--- src/hw/host_pio_regs.vh ---
// register map, field positions and codes of the pio/dma setup receiver
// assumes a 32-bit apb slave with 8-bit byte address
`ifndef HOST_PIO_REGS_VH
`define HOST_PIO_REGS_VH
`define A_CTRL 8'h00
`define A_SSTAT 8'h04
`define A_DATA 8'h08
`define A_CMDBLK 8'h0C
`define A_COUNT 8'h10
`define A_STATE 8'h14
`define A_XFER 8'h18
`define A_DMA 8'h1C
`define CTRL_SRST 0
`define CTRL_DEVRST 1
`define STAT_BSY 7
`define STAT_DRQ 3
`define ST_IRQP 4
`define ST_LASTPIO 5
`define ST_DIR 6
`define ST_ERR 7
`define KIND_PIO 2'h1
`define KIND_DMA 2'h2
`define KIND_BIST 2'h3
`define WORD_BYTES 16'h0004
`define SSTAT_RST 8'h00
`define CMDBLK_RST 32'h00000000
`endif

--- src/hw/host_pio_fpdma_setup_receive.v ---
// host transport logic for received pio setup and first-party dma setup frames
// assumes link layer and dma engine on the same clock; apb slave per amba spec
//
// Chosen here: the register offsets and the APB interface to the registers.
`timescale 1ns/1ps
`default_nettype none
`include "host_pio_regs.vh"

// Overview of operation
// one data frame follows each pio setup
// decode direction, mark last frame pio setup
// direction zero, no error: outbound prepare
// direction one, no error: idle, await data
// errored setup: report to link, idle
// link illegal transition forces idle
// outbound: load shadows, count, optional irq
// transmit only after shadows loaded, ready
// stay transmitting until link says done
// byte count reached: go to end
// soft/device reset: send sync, idle
// end: load ending status, then idle
// inbound errors reported to link layer
// device reports mid-command errors by register frame
// inbound: wait for frame and readable data
// data readable: load shadows, enter transfer
// inbound transfer waits for link completion
// dma setup programs controller, then idle
// errored dma setup: report, idle
// device sends dma activate later
// loopback request flagged when supported
// status bit7 busy, bit3 drq gate filling
module host_pio_fpdma_setup_receive (
   input wire clock,
   input wire resetn,
   input wire psel,
   input wire penable,
   input wire pwrite,
   input wire [7:0] paddr,
   input wire [31:0] pwdata,
   output reg [31:0] prdata,
   output reg pready,
   output reg pslverr,
   input wire frame_valid,
   input wire [1:0] frame_kind,
   input wire frame_err,
   input wire frame_dir,
   input wire frame_irq,
   input wire [7:0] frame_status,
   input wire [7:0] frame_end_status,
   input wire [15:0] frame_count,
   input wire [31:0] frame_regs,
   input wire [31:0] frame_dma_addr,
   input wire [31:0] frame_dma_len,
   input wire link_illegal,
   input wire link_rx_begin,
   input wire link_rx_word,
   input wire [31:0] link_rx_data,
   input wire link_rx_done,
   input wire link_rx_err,
   input wire link_tx_done,
   input wire dma_done,
   input wire bist_supported,
   output reg link_err_report,
   output reg link_send_sync,
   output reg link_tx_start,
   output reg tx_valid,
   output reg [31:0] tx_data,
   output reg dma_prog,
   output reg [31:0] dma_addr,
   output reg [31:0] dma_len,
   output reg bist_req
);

   // ************************************************************
   // states
   // ************************************************************
   localparam [2:0] host_transport_idle_state = 3'h0;
   localparam [2:0] ps_decode_state = 3'h1;
   localparam [2:0] pio_out_prepare_state = 3'h2;
   localparam [2:0] pio_out_transfer_state = 3'h3;
   localparam [2:0] pio_end_state = 3'h4;
   localparam [2:0] pio_in_wait_state = 3'h5;
   localparam [2:0] pio_in_transfer_state = 3'h6;
   localparam [2:0] dma_setup_state = 3'h7;

   function in_pio;
      input [2:0] st;
      begin
         in_pio = (st == pio_out_transfer_state) || (st == pio_in_wait_state) ||
            (st == pio_in_transfer_state);
      end
   endfunction

   function addr_ok;
      input [7:0] a;
      begin
         addr_ok = (a[1:0] == 2'h0) && (a <= `A_DMA);
      end
   endfunction

   reg [2:0] state_q;
   reg [7:0] sstat_q;
   reg [31:0] cmdblk_q;
   reg [15:0] count_q;
   reg [15:0] xfer_q;
   reg [7:0] init_status_q;
   reg [7:0] end_status_q;
   reg [31:0] regs_q;
   reg dir_q;
   reg irq_req_q;
   reg err_q;
   reg last_pio_q;
   reg irq_pend_q;
   reg srst_q;
   reg avail_q;
   reg [31:0] rx_data_q;

   // ************************************************************
   // apb decode
   // ************************************************************
   wire done = psel & penable & pready;
   wire wr = done & pwrite & addr_ok(paddr);
   wire rd = done & ~pwrite & addr_ok(paddr);
   wire wr_ctrl = wr & (paddr == `A_CTRL);
   wire devrst = wr_ctrl & pwdata[`CTRL_DEVRST];
   wire abort = srst_q | devrst;
   wire fill_ok = sstat_q[`STAT_DRQ] & ~sstat_q[`STAT_BSY];
   wire sw_push = wr & (paddr == `A_DATA) & (state_q == pio_out_transfer_state) & fill_ok;
   wire sw_pop = rd & (paddr == `A_DATA);
   wire count_hit = (xfer_q == count_q);
   wire [7:0] state_word = {err_q, dir_q, last_pio_q, irq_pend_q, 1'b0, state_q};

   always @(posedge clock or negedge resetn)
   begin
      if (!resetn)
      begin
         pready <= 1'b0;
         pslverr <= 1'b0;
         prdata <= 32'h00000000;
      end
      else
      begin
         pready <= psel & penable & ~pready;
         pslverr <= psel & penable & ~pready & ~addr_ok(paddr);
         if (psel & penable & ~pready)
         begin
            case (paddr)
               `A_CTRL: prdata <= {31'h00000000, srst_q};
               `A_SSTAT: prdata <= {24'h000000, sstat_q};
               `A_DATA: prdata <= rx_data_q;
               `A_CMDBLK: prdata <= cmdblk_q;
               `A_COUNT: prdata <= {16'h0000, count_q};
               `A_STATE: prdata <= {23'h000000, avail_q, state_word};
               `A_XFER: prdata <= {16'h0000, xfer_q};
               `A_DMA: prdata <= dma_addr;
               default: prdata <= 32'h00000000;
            endcase
         end
      end
   end

   // ************************************************************
   // software controls
   // ************************************************************
   always @(posedge clock or negedge resetn)
   begin
      if (!resetn)
      begin
         srst_q <= 1'b0;
      end
      else if (wr_ctrl)
      begin
         srst_q <= pwdata[`CTRL_SRST];
      end
   end

   // inbound data word, link set wins over software read
   always @(posedge clock or negedge resetn)
   begin
      if (!resetn)
      begin
         avail_q <= 1'b0;
         rx_data_q <= 32'h00000000;
      end
      else if (link_rx_word && (state_q == pio_in_wait_state ||
         state_q == pio_in_transfer_state))
      begin
         avail_q <= 1'b1;
         rx_data_q <= link_rx_data;
      end
      else if (sw_pop || state_q == host_transport_idle_state)
      begin
         avail_q <= 1'b0;
      end
   end

   // ************************************************************
   // transport state machine
   // ************************************************************
   always @(posedge clock or negedge resetn)
   begin
      if (!resetn)
      begin
         state_q <= host_transport_idle_state;
         sstat_q <= `SSTAT_RST;
         cmdblk_q <= `CMDBLK_RST;
         count_q <= 16'h0000;
         xfer_q <= 16'h0000;
         init_status_q <= 8'h00;
         end_status_q <= 8'h00;
         regs_q <= 32'h00000000;
         dir_q <= 1'b0;
         irq_req_q <= 1'b0;
         err_q <= 1'b0;
         last_pio_q <= 1'b0;
         irq_pend_q <= 1'b0;
         link_err_report <= 1'b0;
         link_send_sync <= 1'b0;
         link_tx_start <= 1'b0;
         tx_valid <= 1'b0;
         tx_data <= 32'h00000000;
         dma_prog <= 1'b0;
         dma_addr <= 32'h00000000;
         dma_len <= 32'h00000000;
         bist_req <= 1'b0;
      end
      else
      begin
         link_err_report <= 1'b0;
         link_send_sync <= 1'b0;
         link_tx_start <= 1'b0;
         tx_valid <= 1'b0;
         bist_req <= 1'b0;
         // software clears pending irq by writing one, set wins
         if (wr && paddr == `A_STATE && pwdata[`ST_IRQP])
         begin
            irq_pend_q <= 1'b0;
         end
         if (sw_push)
         begin
            tx_valid <= 1'b1;
            tx_data <= pwdata;
            xfer_q <= xfer_q + `WORD_BYTES;
         end
         if (link_rx_word && (state_q == pio_in_wait_state ||
            state_q == pio_in_transfer_state))
         begin
            xfer_q <= xfer_q + `WORD_BYTES;
         end
         if (link_rx_err && in_pio(state_q))
         begin
            err_q <= 1'b1;
         end
         if (link_illegal && state_q != host_transport_idle_state)
         begin
            state_q <= host_transport_idle_state;
            dma_prog <= 1'b0;
         end
         else if (abort && in_pio(state_q))
         begin
            link_send_sync <= 1'b1;
            state_q <= host_transport_idle_state;
            last_pio_q <= 1'b0;
         end
         else
         begin
            case (state_q)
               host_transport_idle_state:
               begin
                  if (frame_valid)
                  begin
                     err_q <= frame_err;
                     case (frame_kind)
                        `KIND_PIO:
                        begin
                           dir_q <= frame_dir;
                           irq_req_q <= frame_irq;
                           init_status_q <= frame_status;
                           end_status_q <= frame_end_status;
                           count_q <= frame_count;
                           regs_q <= frame_regs;
                           state_q <= ps_decode_state;
                        end
                        `KIND_DMA:
                        begin
                           dma_addr <= frame_dma_addr;
                           dma_len <= frame_dma_len;
                           state_q <= dma_setup_state;
                        end
                        `KIND_BIST:
                        begin
                           bist_req <= ~frame_err & bist_supported;
                        end
                        default:
                        begin
                           state_q <= host_transport_idle_state;
                        end
                     endcase
                  end
                  else if (link_rx_begin && last_pio_q && dir_q)
                  begin
                     xfer_q <= 16'h0000;
                     err_q <= 1'b0;
                     state_q <= pio_in_wait_state;
                  end
               end
               ps_decode_state:
               begin
                  last_pio_q <= ~err_q;
                  xfer_q <= 16'h0000;
                  if (err_q)
                  begin
                     link_err_report <= 1'b1;
                     state_q <= host_transport_idle_state;
                  end
                  else if (!dir_q)
                  begin
                     state_q <= pio_out_prepare_state;
                  end
                  else
                  begin
                     state_q <= host_transport_idle_state;
                  end
               end
               pio_out_prepare_state:
               begin
                  cmdblk_q <= regs_q;
                  sstat_q <= init_status_q;
                  if (irq_req_q)
                  begin
                     irq_pend_q <= 1'b1;
                  end
                  link_tx_start <= 1'b1;
                  state_q <= pio_out_transfer_state;
               end
               pio_out_transfer_state:
               begin
                  if (link_tx_done && count_hit)
                  begin
                     state_q <= pio_end_state;
                  end
               end
               pio_in_wait_state:
               begin
                  if (avail_q)
                  begin
                     cmdblk_q <= regs_q;
                     sstat_q <= init_status_q;
                     if (irq_req_q)
                     begin
                        irq_pend_q <= 1'b1;
                     end
                     state_q <= pio_in_transfer_state;
                  end
               end
               pio_in_transfer_state:
               begin
                  if (link_rx_done && count_hit)
                  begin
                     state_q <= pio_end_state;
                  end
               end
               pio_end_state:
               begin
                  sstat_q <= end_status_q;
                  link_err_report <= err_q & dir_q;
                  last_pio_q <= 1'b0;
                  state_q <= host_transport_idle_state;
               end
               dma_setup_state:
               begin
                  if (err_q)
                  begin
                     link_err_report <= 1'b1;
                     state_q <= host_transport_idle_state;
                  end
                  else if (dma_prog && dma_done)
                  begin
                     dma_prog <= 1'b0;
                     state_q <= host_transport_idle_state;
                  end
                  else
                  begin
                     dma_prog <= 1'b1;
                  end
               end
               default:
               begin
                  state_q <= host_transport_idle_state;
               end
            endcase
         end
      end
   end

endmodule
`default_nettype wire

--- config.mk ---
export PLATFORM = sky130hd
export DESIGN_NAME = host_pio_fpdma_setup_receive
export DESIGN_NICKNAME = d
export VERILOG_FILES = /design/src/hw/host_pio_fpdma_setup_receive.v
export VERILOG_INCLUDE_DIRS = /design/src /design/src/hw
export SDC_FILE = /design/constraint.sdc
export NUM_CORES = 1
export LEC_CHECK = 0
export CAP_MARGIN = 20
export CORE_ASPECT_RATIO = 1.4
export CORE_MARGIN = 2
export CORE_UTILIZATION = 55
export DETAILED_ROUTE_END_ITERATION = 8
export DONT_BUFFER_PORTS = 1
export GPL_ROUTABILITY_DRIVEN = 0
export PLACE_DENSITY = 0.74
export SETUP_SLACK_MARGIN = 0.1
export SLEW_MARGIN = 20
export SYNTH_ARGS = -nofsm -noshare
export SYNTH_HDL_FRONTEND = slang
export SYNTH_SLANG_ARGS = --single-unit
--- constraint.sdc ---
create_clock -name clock -period 2.6 [get_ports clock]
set_clock_uncertainty 0.2 [all_clocks]
set_input_delay 0.39 -clock clock [delete_from_list [all_inputs] [get_ports clock]]
set_output_delay 0.39 -clock clock [all_outputs]
set_load 0.05 [all_outputs]
==> reports/qor.yml <==
clock_tree:
  clk_pin_slew_ns: 0.06
  root_buffer: "clkbuf_16"
  clock_latency_ns: 0.54
  cts_setup_buffers: 0
  cts_max_level: 1
  clock-sinks: 296
  cts_tree: "done"
  cts_hold_buf: 210
  cts_made_buffers: 28
  clock_path_buffers: 3
synthesis:
  synth_top_area_cell: "dfrtp_1"
  syn-cell-area_mm2: 0.0130
  synth_cell_types: 72
  yosys-top-cells-area: "dfrtp_1, mux2_2, nand2_1"
  synth_ff_type: "dfrtp_1"
  ys_top_cells_by_count: "dfrtp_1, mux2_2, nand2_1"
  syn_avg_cell_area_um2: 12.2
  seq_area_frac_synth_pct: 57.1
  yosysMostFrequentCell: "dfrtp_1"
  syn_nets: 1282
  synth_top_cell_area_share_pct: 57.1
  synthArstFlopShare_pct: 100
  ys_warn_count: 0
  synthCells: 1059
  ys_ff_latch: 296
  synth_edf_count: 0
outcome:
  status: "complete, but fails checks"
  violations: "hold timing"
critical_path:
  r2r_slack_ns: 0.13
  path_class: "register to register"
  crit_path_max_incr_delay_ns: 0.61
  rr_worst_depth: 5
  cp_cell_sequence: "or3_1 > a311oi_2 > dlygate4sd3_1 > nor2_1 > o21ai_0"
  cp_num_cells: 5
  r2r_end: "err_q"
  critPathArrivalTime_ns: 2.71
  required_ns: 2.85
  crit_end: "err_q"
  critical_path.top_delay_family: "buffers and inverters"
  crit_buf_inv: 1
  crit_fanout: 10
  startpoint: "state_q[1]"
  critPathCaptureType: "register"
  slowest_stage: "dlygate4sd3_1"
  worstReg2RegStart: "state_q[1]"
  setup.worst_path.start_class: "register"
cells_and_area:
  drive_gt1_share_pct: 22.6
  final_util_pct: 70.8
  area_growth_pct: 26.7
  fillers: 1508
  final_cell_area_mm2: 0.0164
  nets: 1483
sta:
  final.period_utilization_pct: 94.8
  fin_tns_setup_ns: 0
  fmax_ghz: 0.406
  final_max_slew_viol_count: 0
  whs_ns: -0.644
  hold_viol: 296
  grt_setup_unrepaired: "true"
  setup_violations: 0
  worst_slew_margin_rel_pct: 50.4
  period_needed_ns: 2.47
  worst_pin_slew_ns: 0.745
power_and_ir_drop:
  leakage_uw: 0.00708
  power_frac_clock_pct: 23.4
  p_sw_share_pct: 37.7
  p_int_uw: 10900
  netSwitchingPower_uw: 6600
  p_seq_share_pct: 55.7
  vdd_drop_max_v: 0.00106
  p_comb_share_pct: 20.9
  power.density_mw_per_mm2: 1070
  finalPower_uw: 17500
floorplan:
  ios: 355
  initial_core_util_pct: 55.9
  die_w_um: 134
  dieArea_mm2: 0.0248
  fp.coreArea_mm2: 0.0232
  placementRows: 66
  fp.dieH_um: 186
placement:
  dpl-instance-area_mm2: 0.0134
  io_buffers: 0
  hpwl_um: 23200
run:
  drv_cap: 0
detailed_routing:
  vias: 9497
  routed_wl_um: 37000
  wl_per_cell_um: 23.3
  initialDrtViolationCount: 823
  drc: 0
  detail-route-antenna-nets: 0
  dr.pass1.iters: 7
  viasPerCell: 5.99
hold_path:
  hp-class: "primary input to asynchronous set/reset pin"
global_route:
  grt.overflow.total: 0
  grt_pass1_vias: 10200
  grt_max_degree: 297
  grt_first_pass_wirelength_um: 56600
  antenna_found_initial: 2
  grtUsageTotal_pct: 29.4
-- logic make-up after synthesis --
group,count (synthesis),share of synthesized area [%]
DFF,296,57.1
AOI/OAI and AO/OA,163,8.85
and+or+nand+nor,285,10.5
adders and majority gates,4,0.386
muxes,212,19.1
buffers and inverters,80,2.80
xor gates and xnor gates,19,1.28
-- registers in the layout (all words and copies together), names as in the netlist, 3 cells and up --
signal         cells
rx_data_q         32
end_status_q       8
init_status_q      8
dma_len           32
state_q            3
count_q           16
dma_addr          32
regs_q            32
xfer_q            14
sstat_q            8
cmdblk_q          32
tx_data           32
prdata            32
-- power groups by stage --
| stage | registers (uW) | clock network (uW) | logic (uW) |
|---|---|---|---|
| 4_1_cts | 9690 | 4150 | 3590 |
| 3_3_place_gp | 9690 | 0 | 3180 |
| 2_1_floorplan | 9160 | 0 | 2820 |
| 5_1_grt | 9930 | 4350 | 3970 |
| 3_5_place_dp | 9760 | 0 | 3320 |
| 6_report | 9760 | 4090 | 3670 |
-- cell usage in the layout (no fill, tap or decap), types with 6 or more instances in the layout --
| cell type | n |
|---|---|
| a221oi_1 | 15 |
| clkbuf_16 | 29 |
| clkbuf_8 | 6 |
| mux2_4 | 29 |
| inv_1 | 12 |
| dlygate4sd3_1 | 210 |
| o21ai_1 | 6 |
| a31oi_1 | 17 |
| o21ai_0 | 19 |
| nand3_1 | 12 |
| a22oi_1 | 28 |
| nand2_1 | 148 |
| dfrtp_1 | 295 |
| buf_4 | 19 |
| nor3_1 | 9 |
| a222oi_1 | 6 |
| o2bb2ai_1 | 7 |
| xnor2_1 | 17 |
| buf_12 | 8 |
| or3_1 | 6 |
| mux2i_1 | 16 |
| a21oi_1 | 29 |
| mux2_2 | 167 |
| nor2_1 | 53 |
| nand4_1 | 11 |
-- worst min path at each step --
stage                        endpoint    from  slack (ns)  cells past startpoint
final                     tx_data[19]  resetn       -0.64                      0
after global routing      tx_data[19]  resetn       -0.68                      0
after CTS                 tx_data[19]  resetn       -0.66                      0
after detailed placement  tx_data[19]  resetn        -0.1                      0
after global placement    tx_data[18]  resetn       -0.09                      0
after floorplan               avail_q  resetn       -0.11                      0
-- metrics by stage --
step / setup WS (ns) / hold WS (ns) / cells
after global routing: 0.0540 / -0.676 / 1585
final: 0.134 / -0.644 / 1586
after floorplan: 0.237 / -0.106 / 1059
after detailed placement: 0.157 / -0.0972 / 1326
after global placement: 0.203 / -0.0947 / 1326
after CTS: 0.180 / -0.665 / 1583
-- final cells by class --
cell class	count	area [um2]	area share [%]
sequential	296	7410	45.1
multi-input combinational	683	5240	31.9
timing repair buffer	238	2420	14.7
clock buffer	40	827	5.04
tap	306	383	2.33
clock inverter	7	87.6	0.533
inverter	13	52.6	0.320
antenna	3	7.51	0.0457
-- what timing repair did --
item,CTS,global route
resized for setup,0,5
setup endpoints to repair,0,56
hold endpoints to repair,504,296
-- layer usage --
| metal | vias up | part of all wire, % | GRT usage [%] |
|---|---|---|---|
| met5 | - | 0 | 0 |
| met4 | 0 | 3.4 | 12.0 |
| met3 | 82 | 8.3 | 6.62 |
| met2 | 502 | 53 | 52.7 |
| met1 | 4726 | 36 | 33.9 |
| li1 | 4187 | - | - |
(Power assumes the default switching activity.)
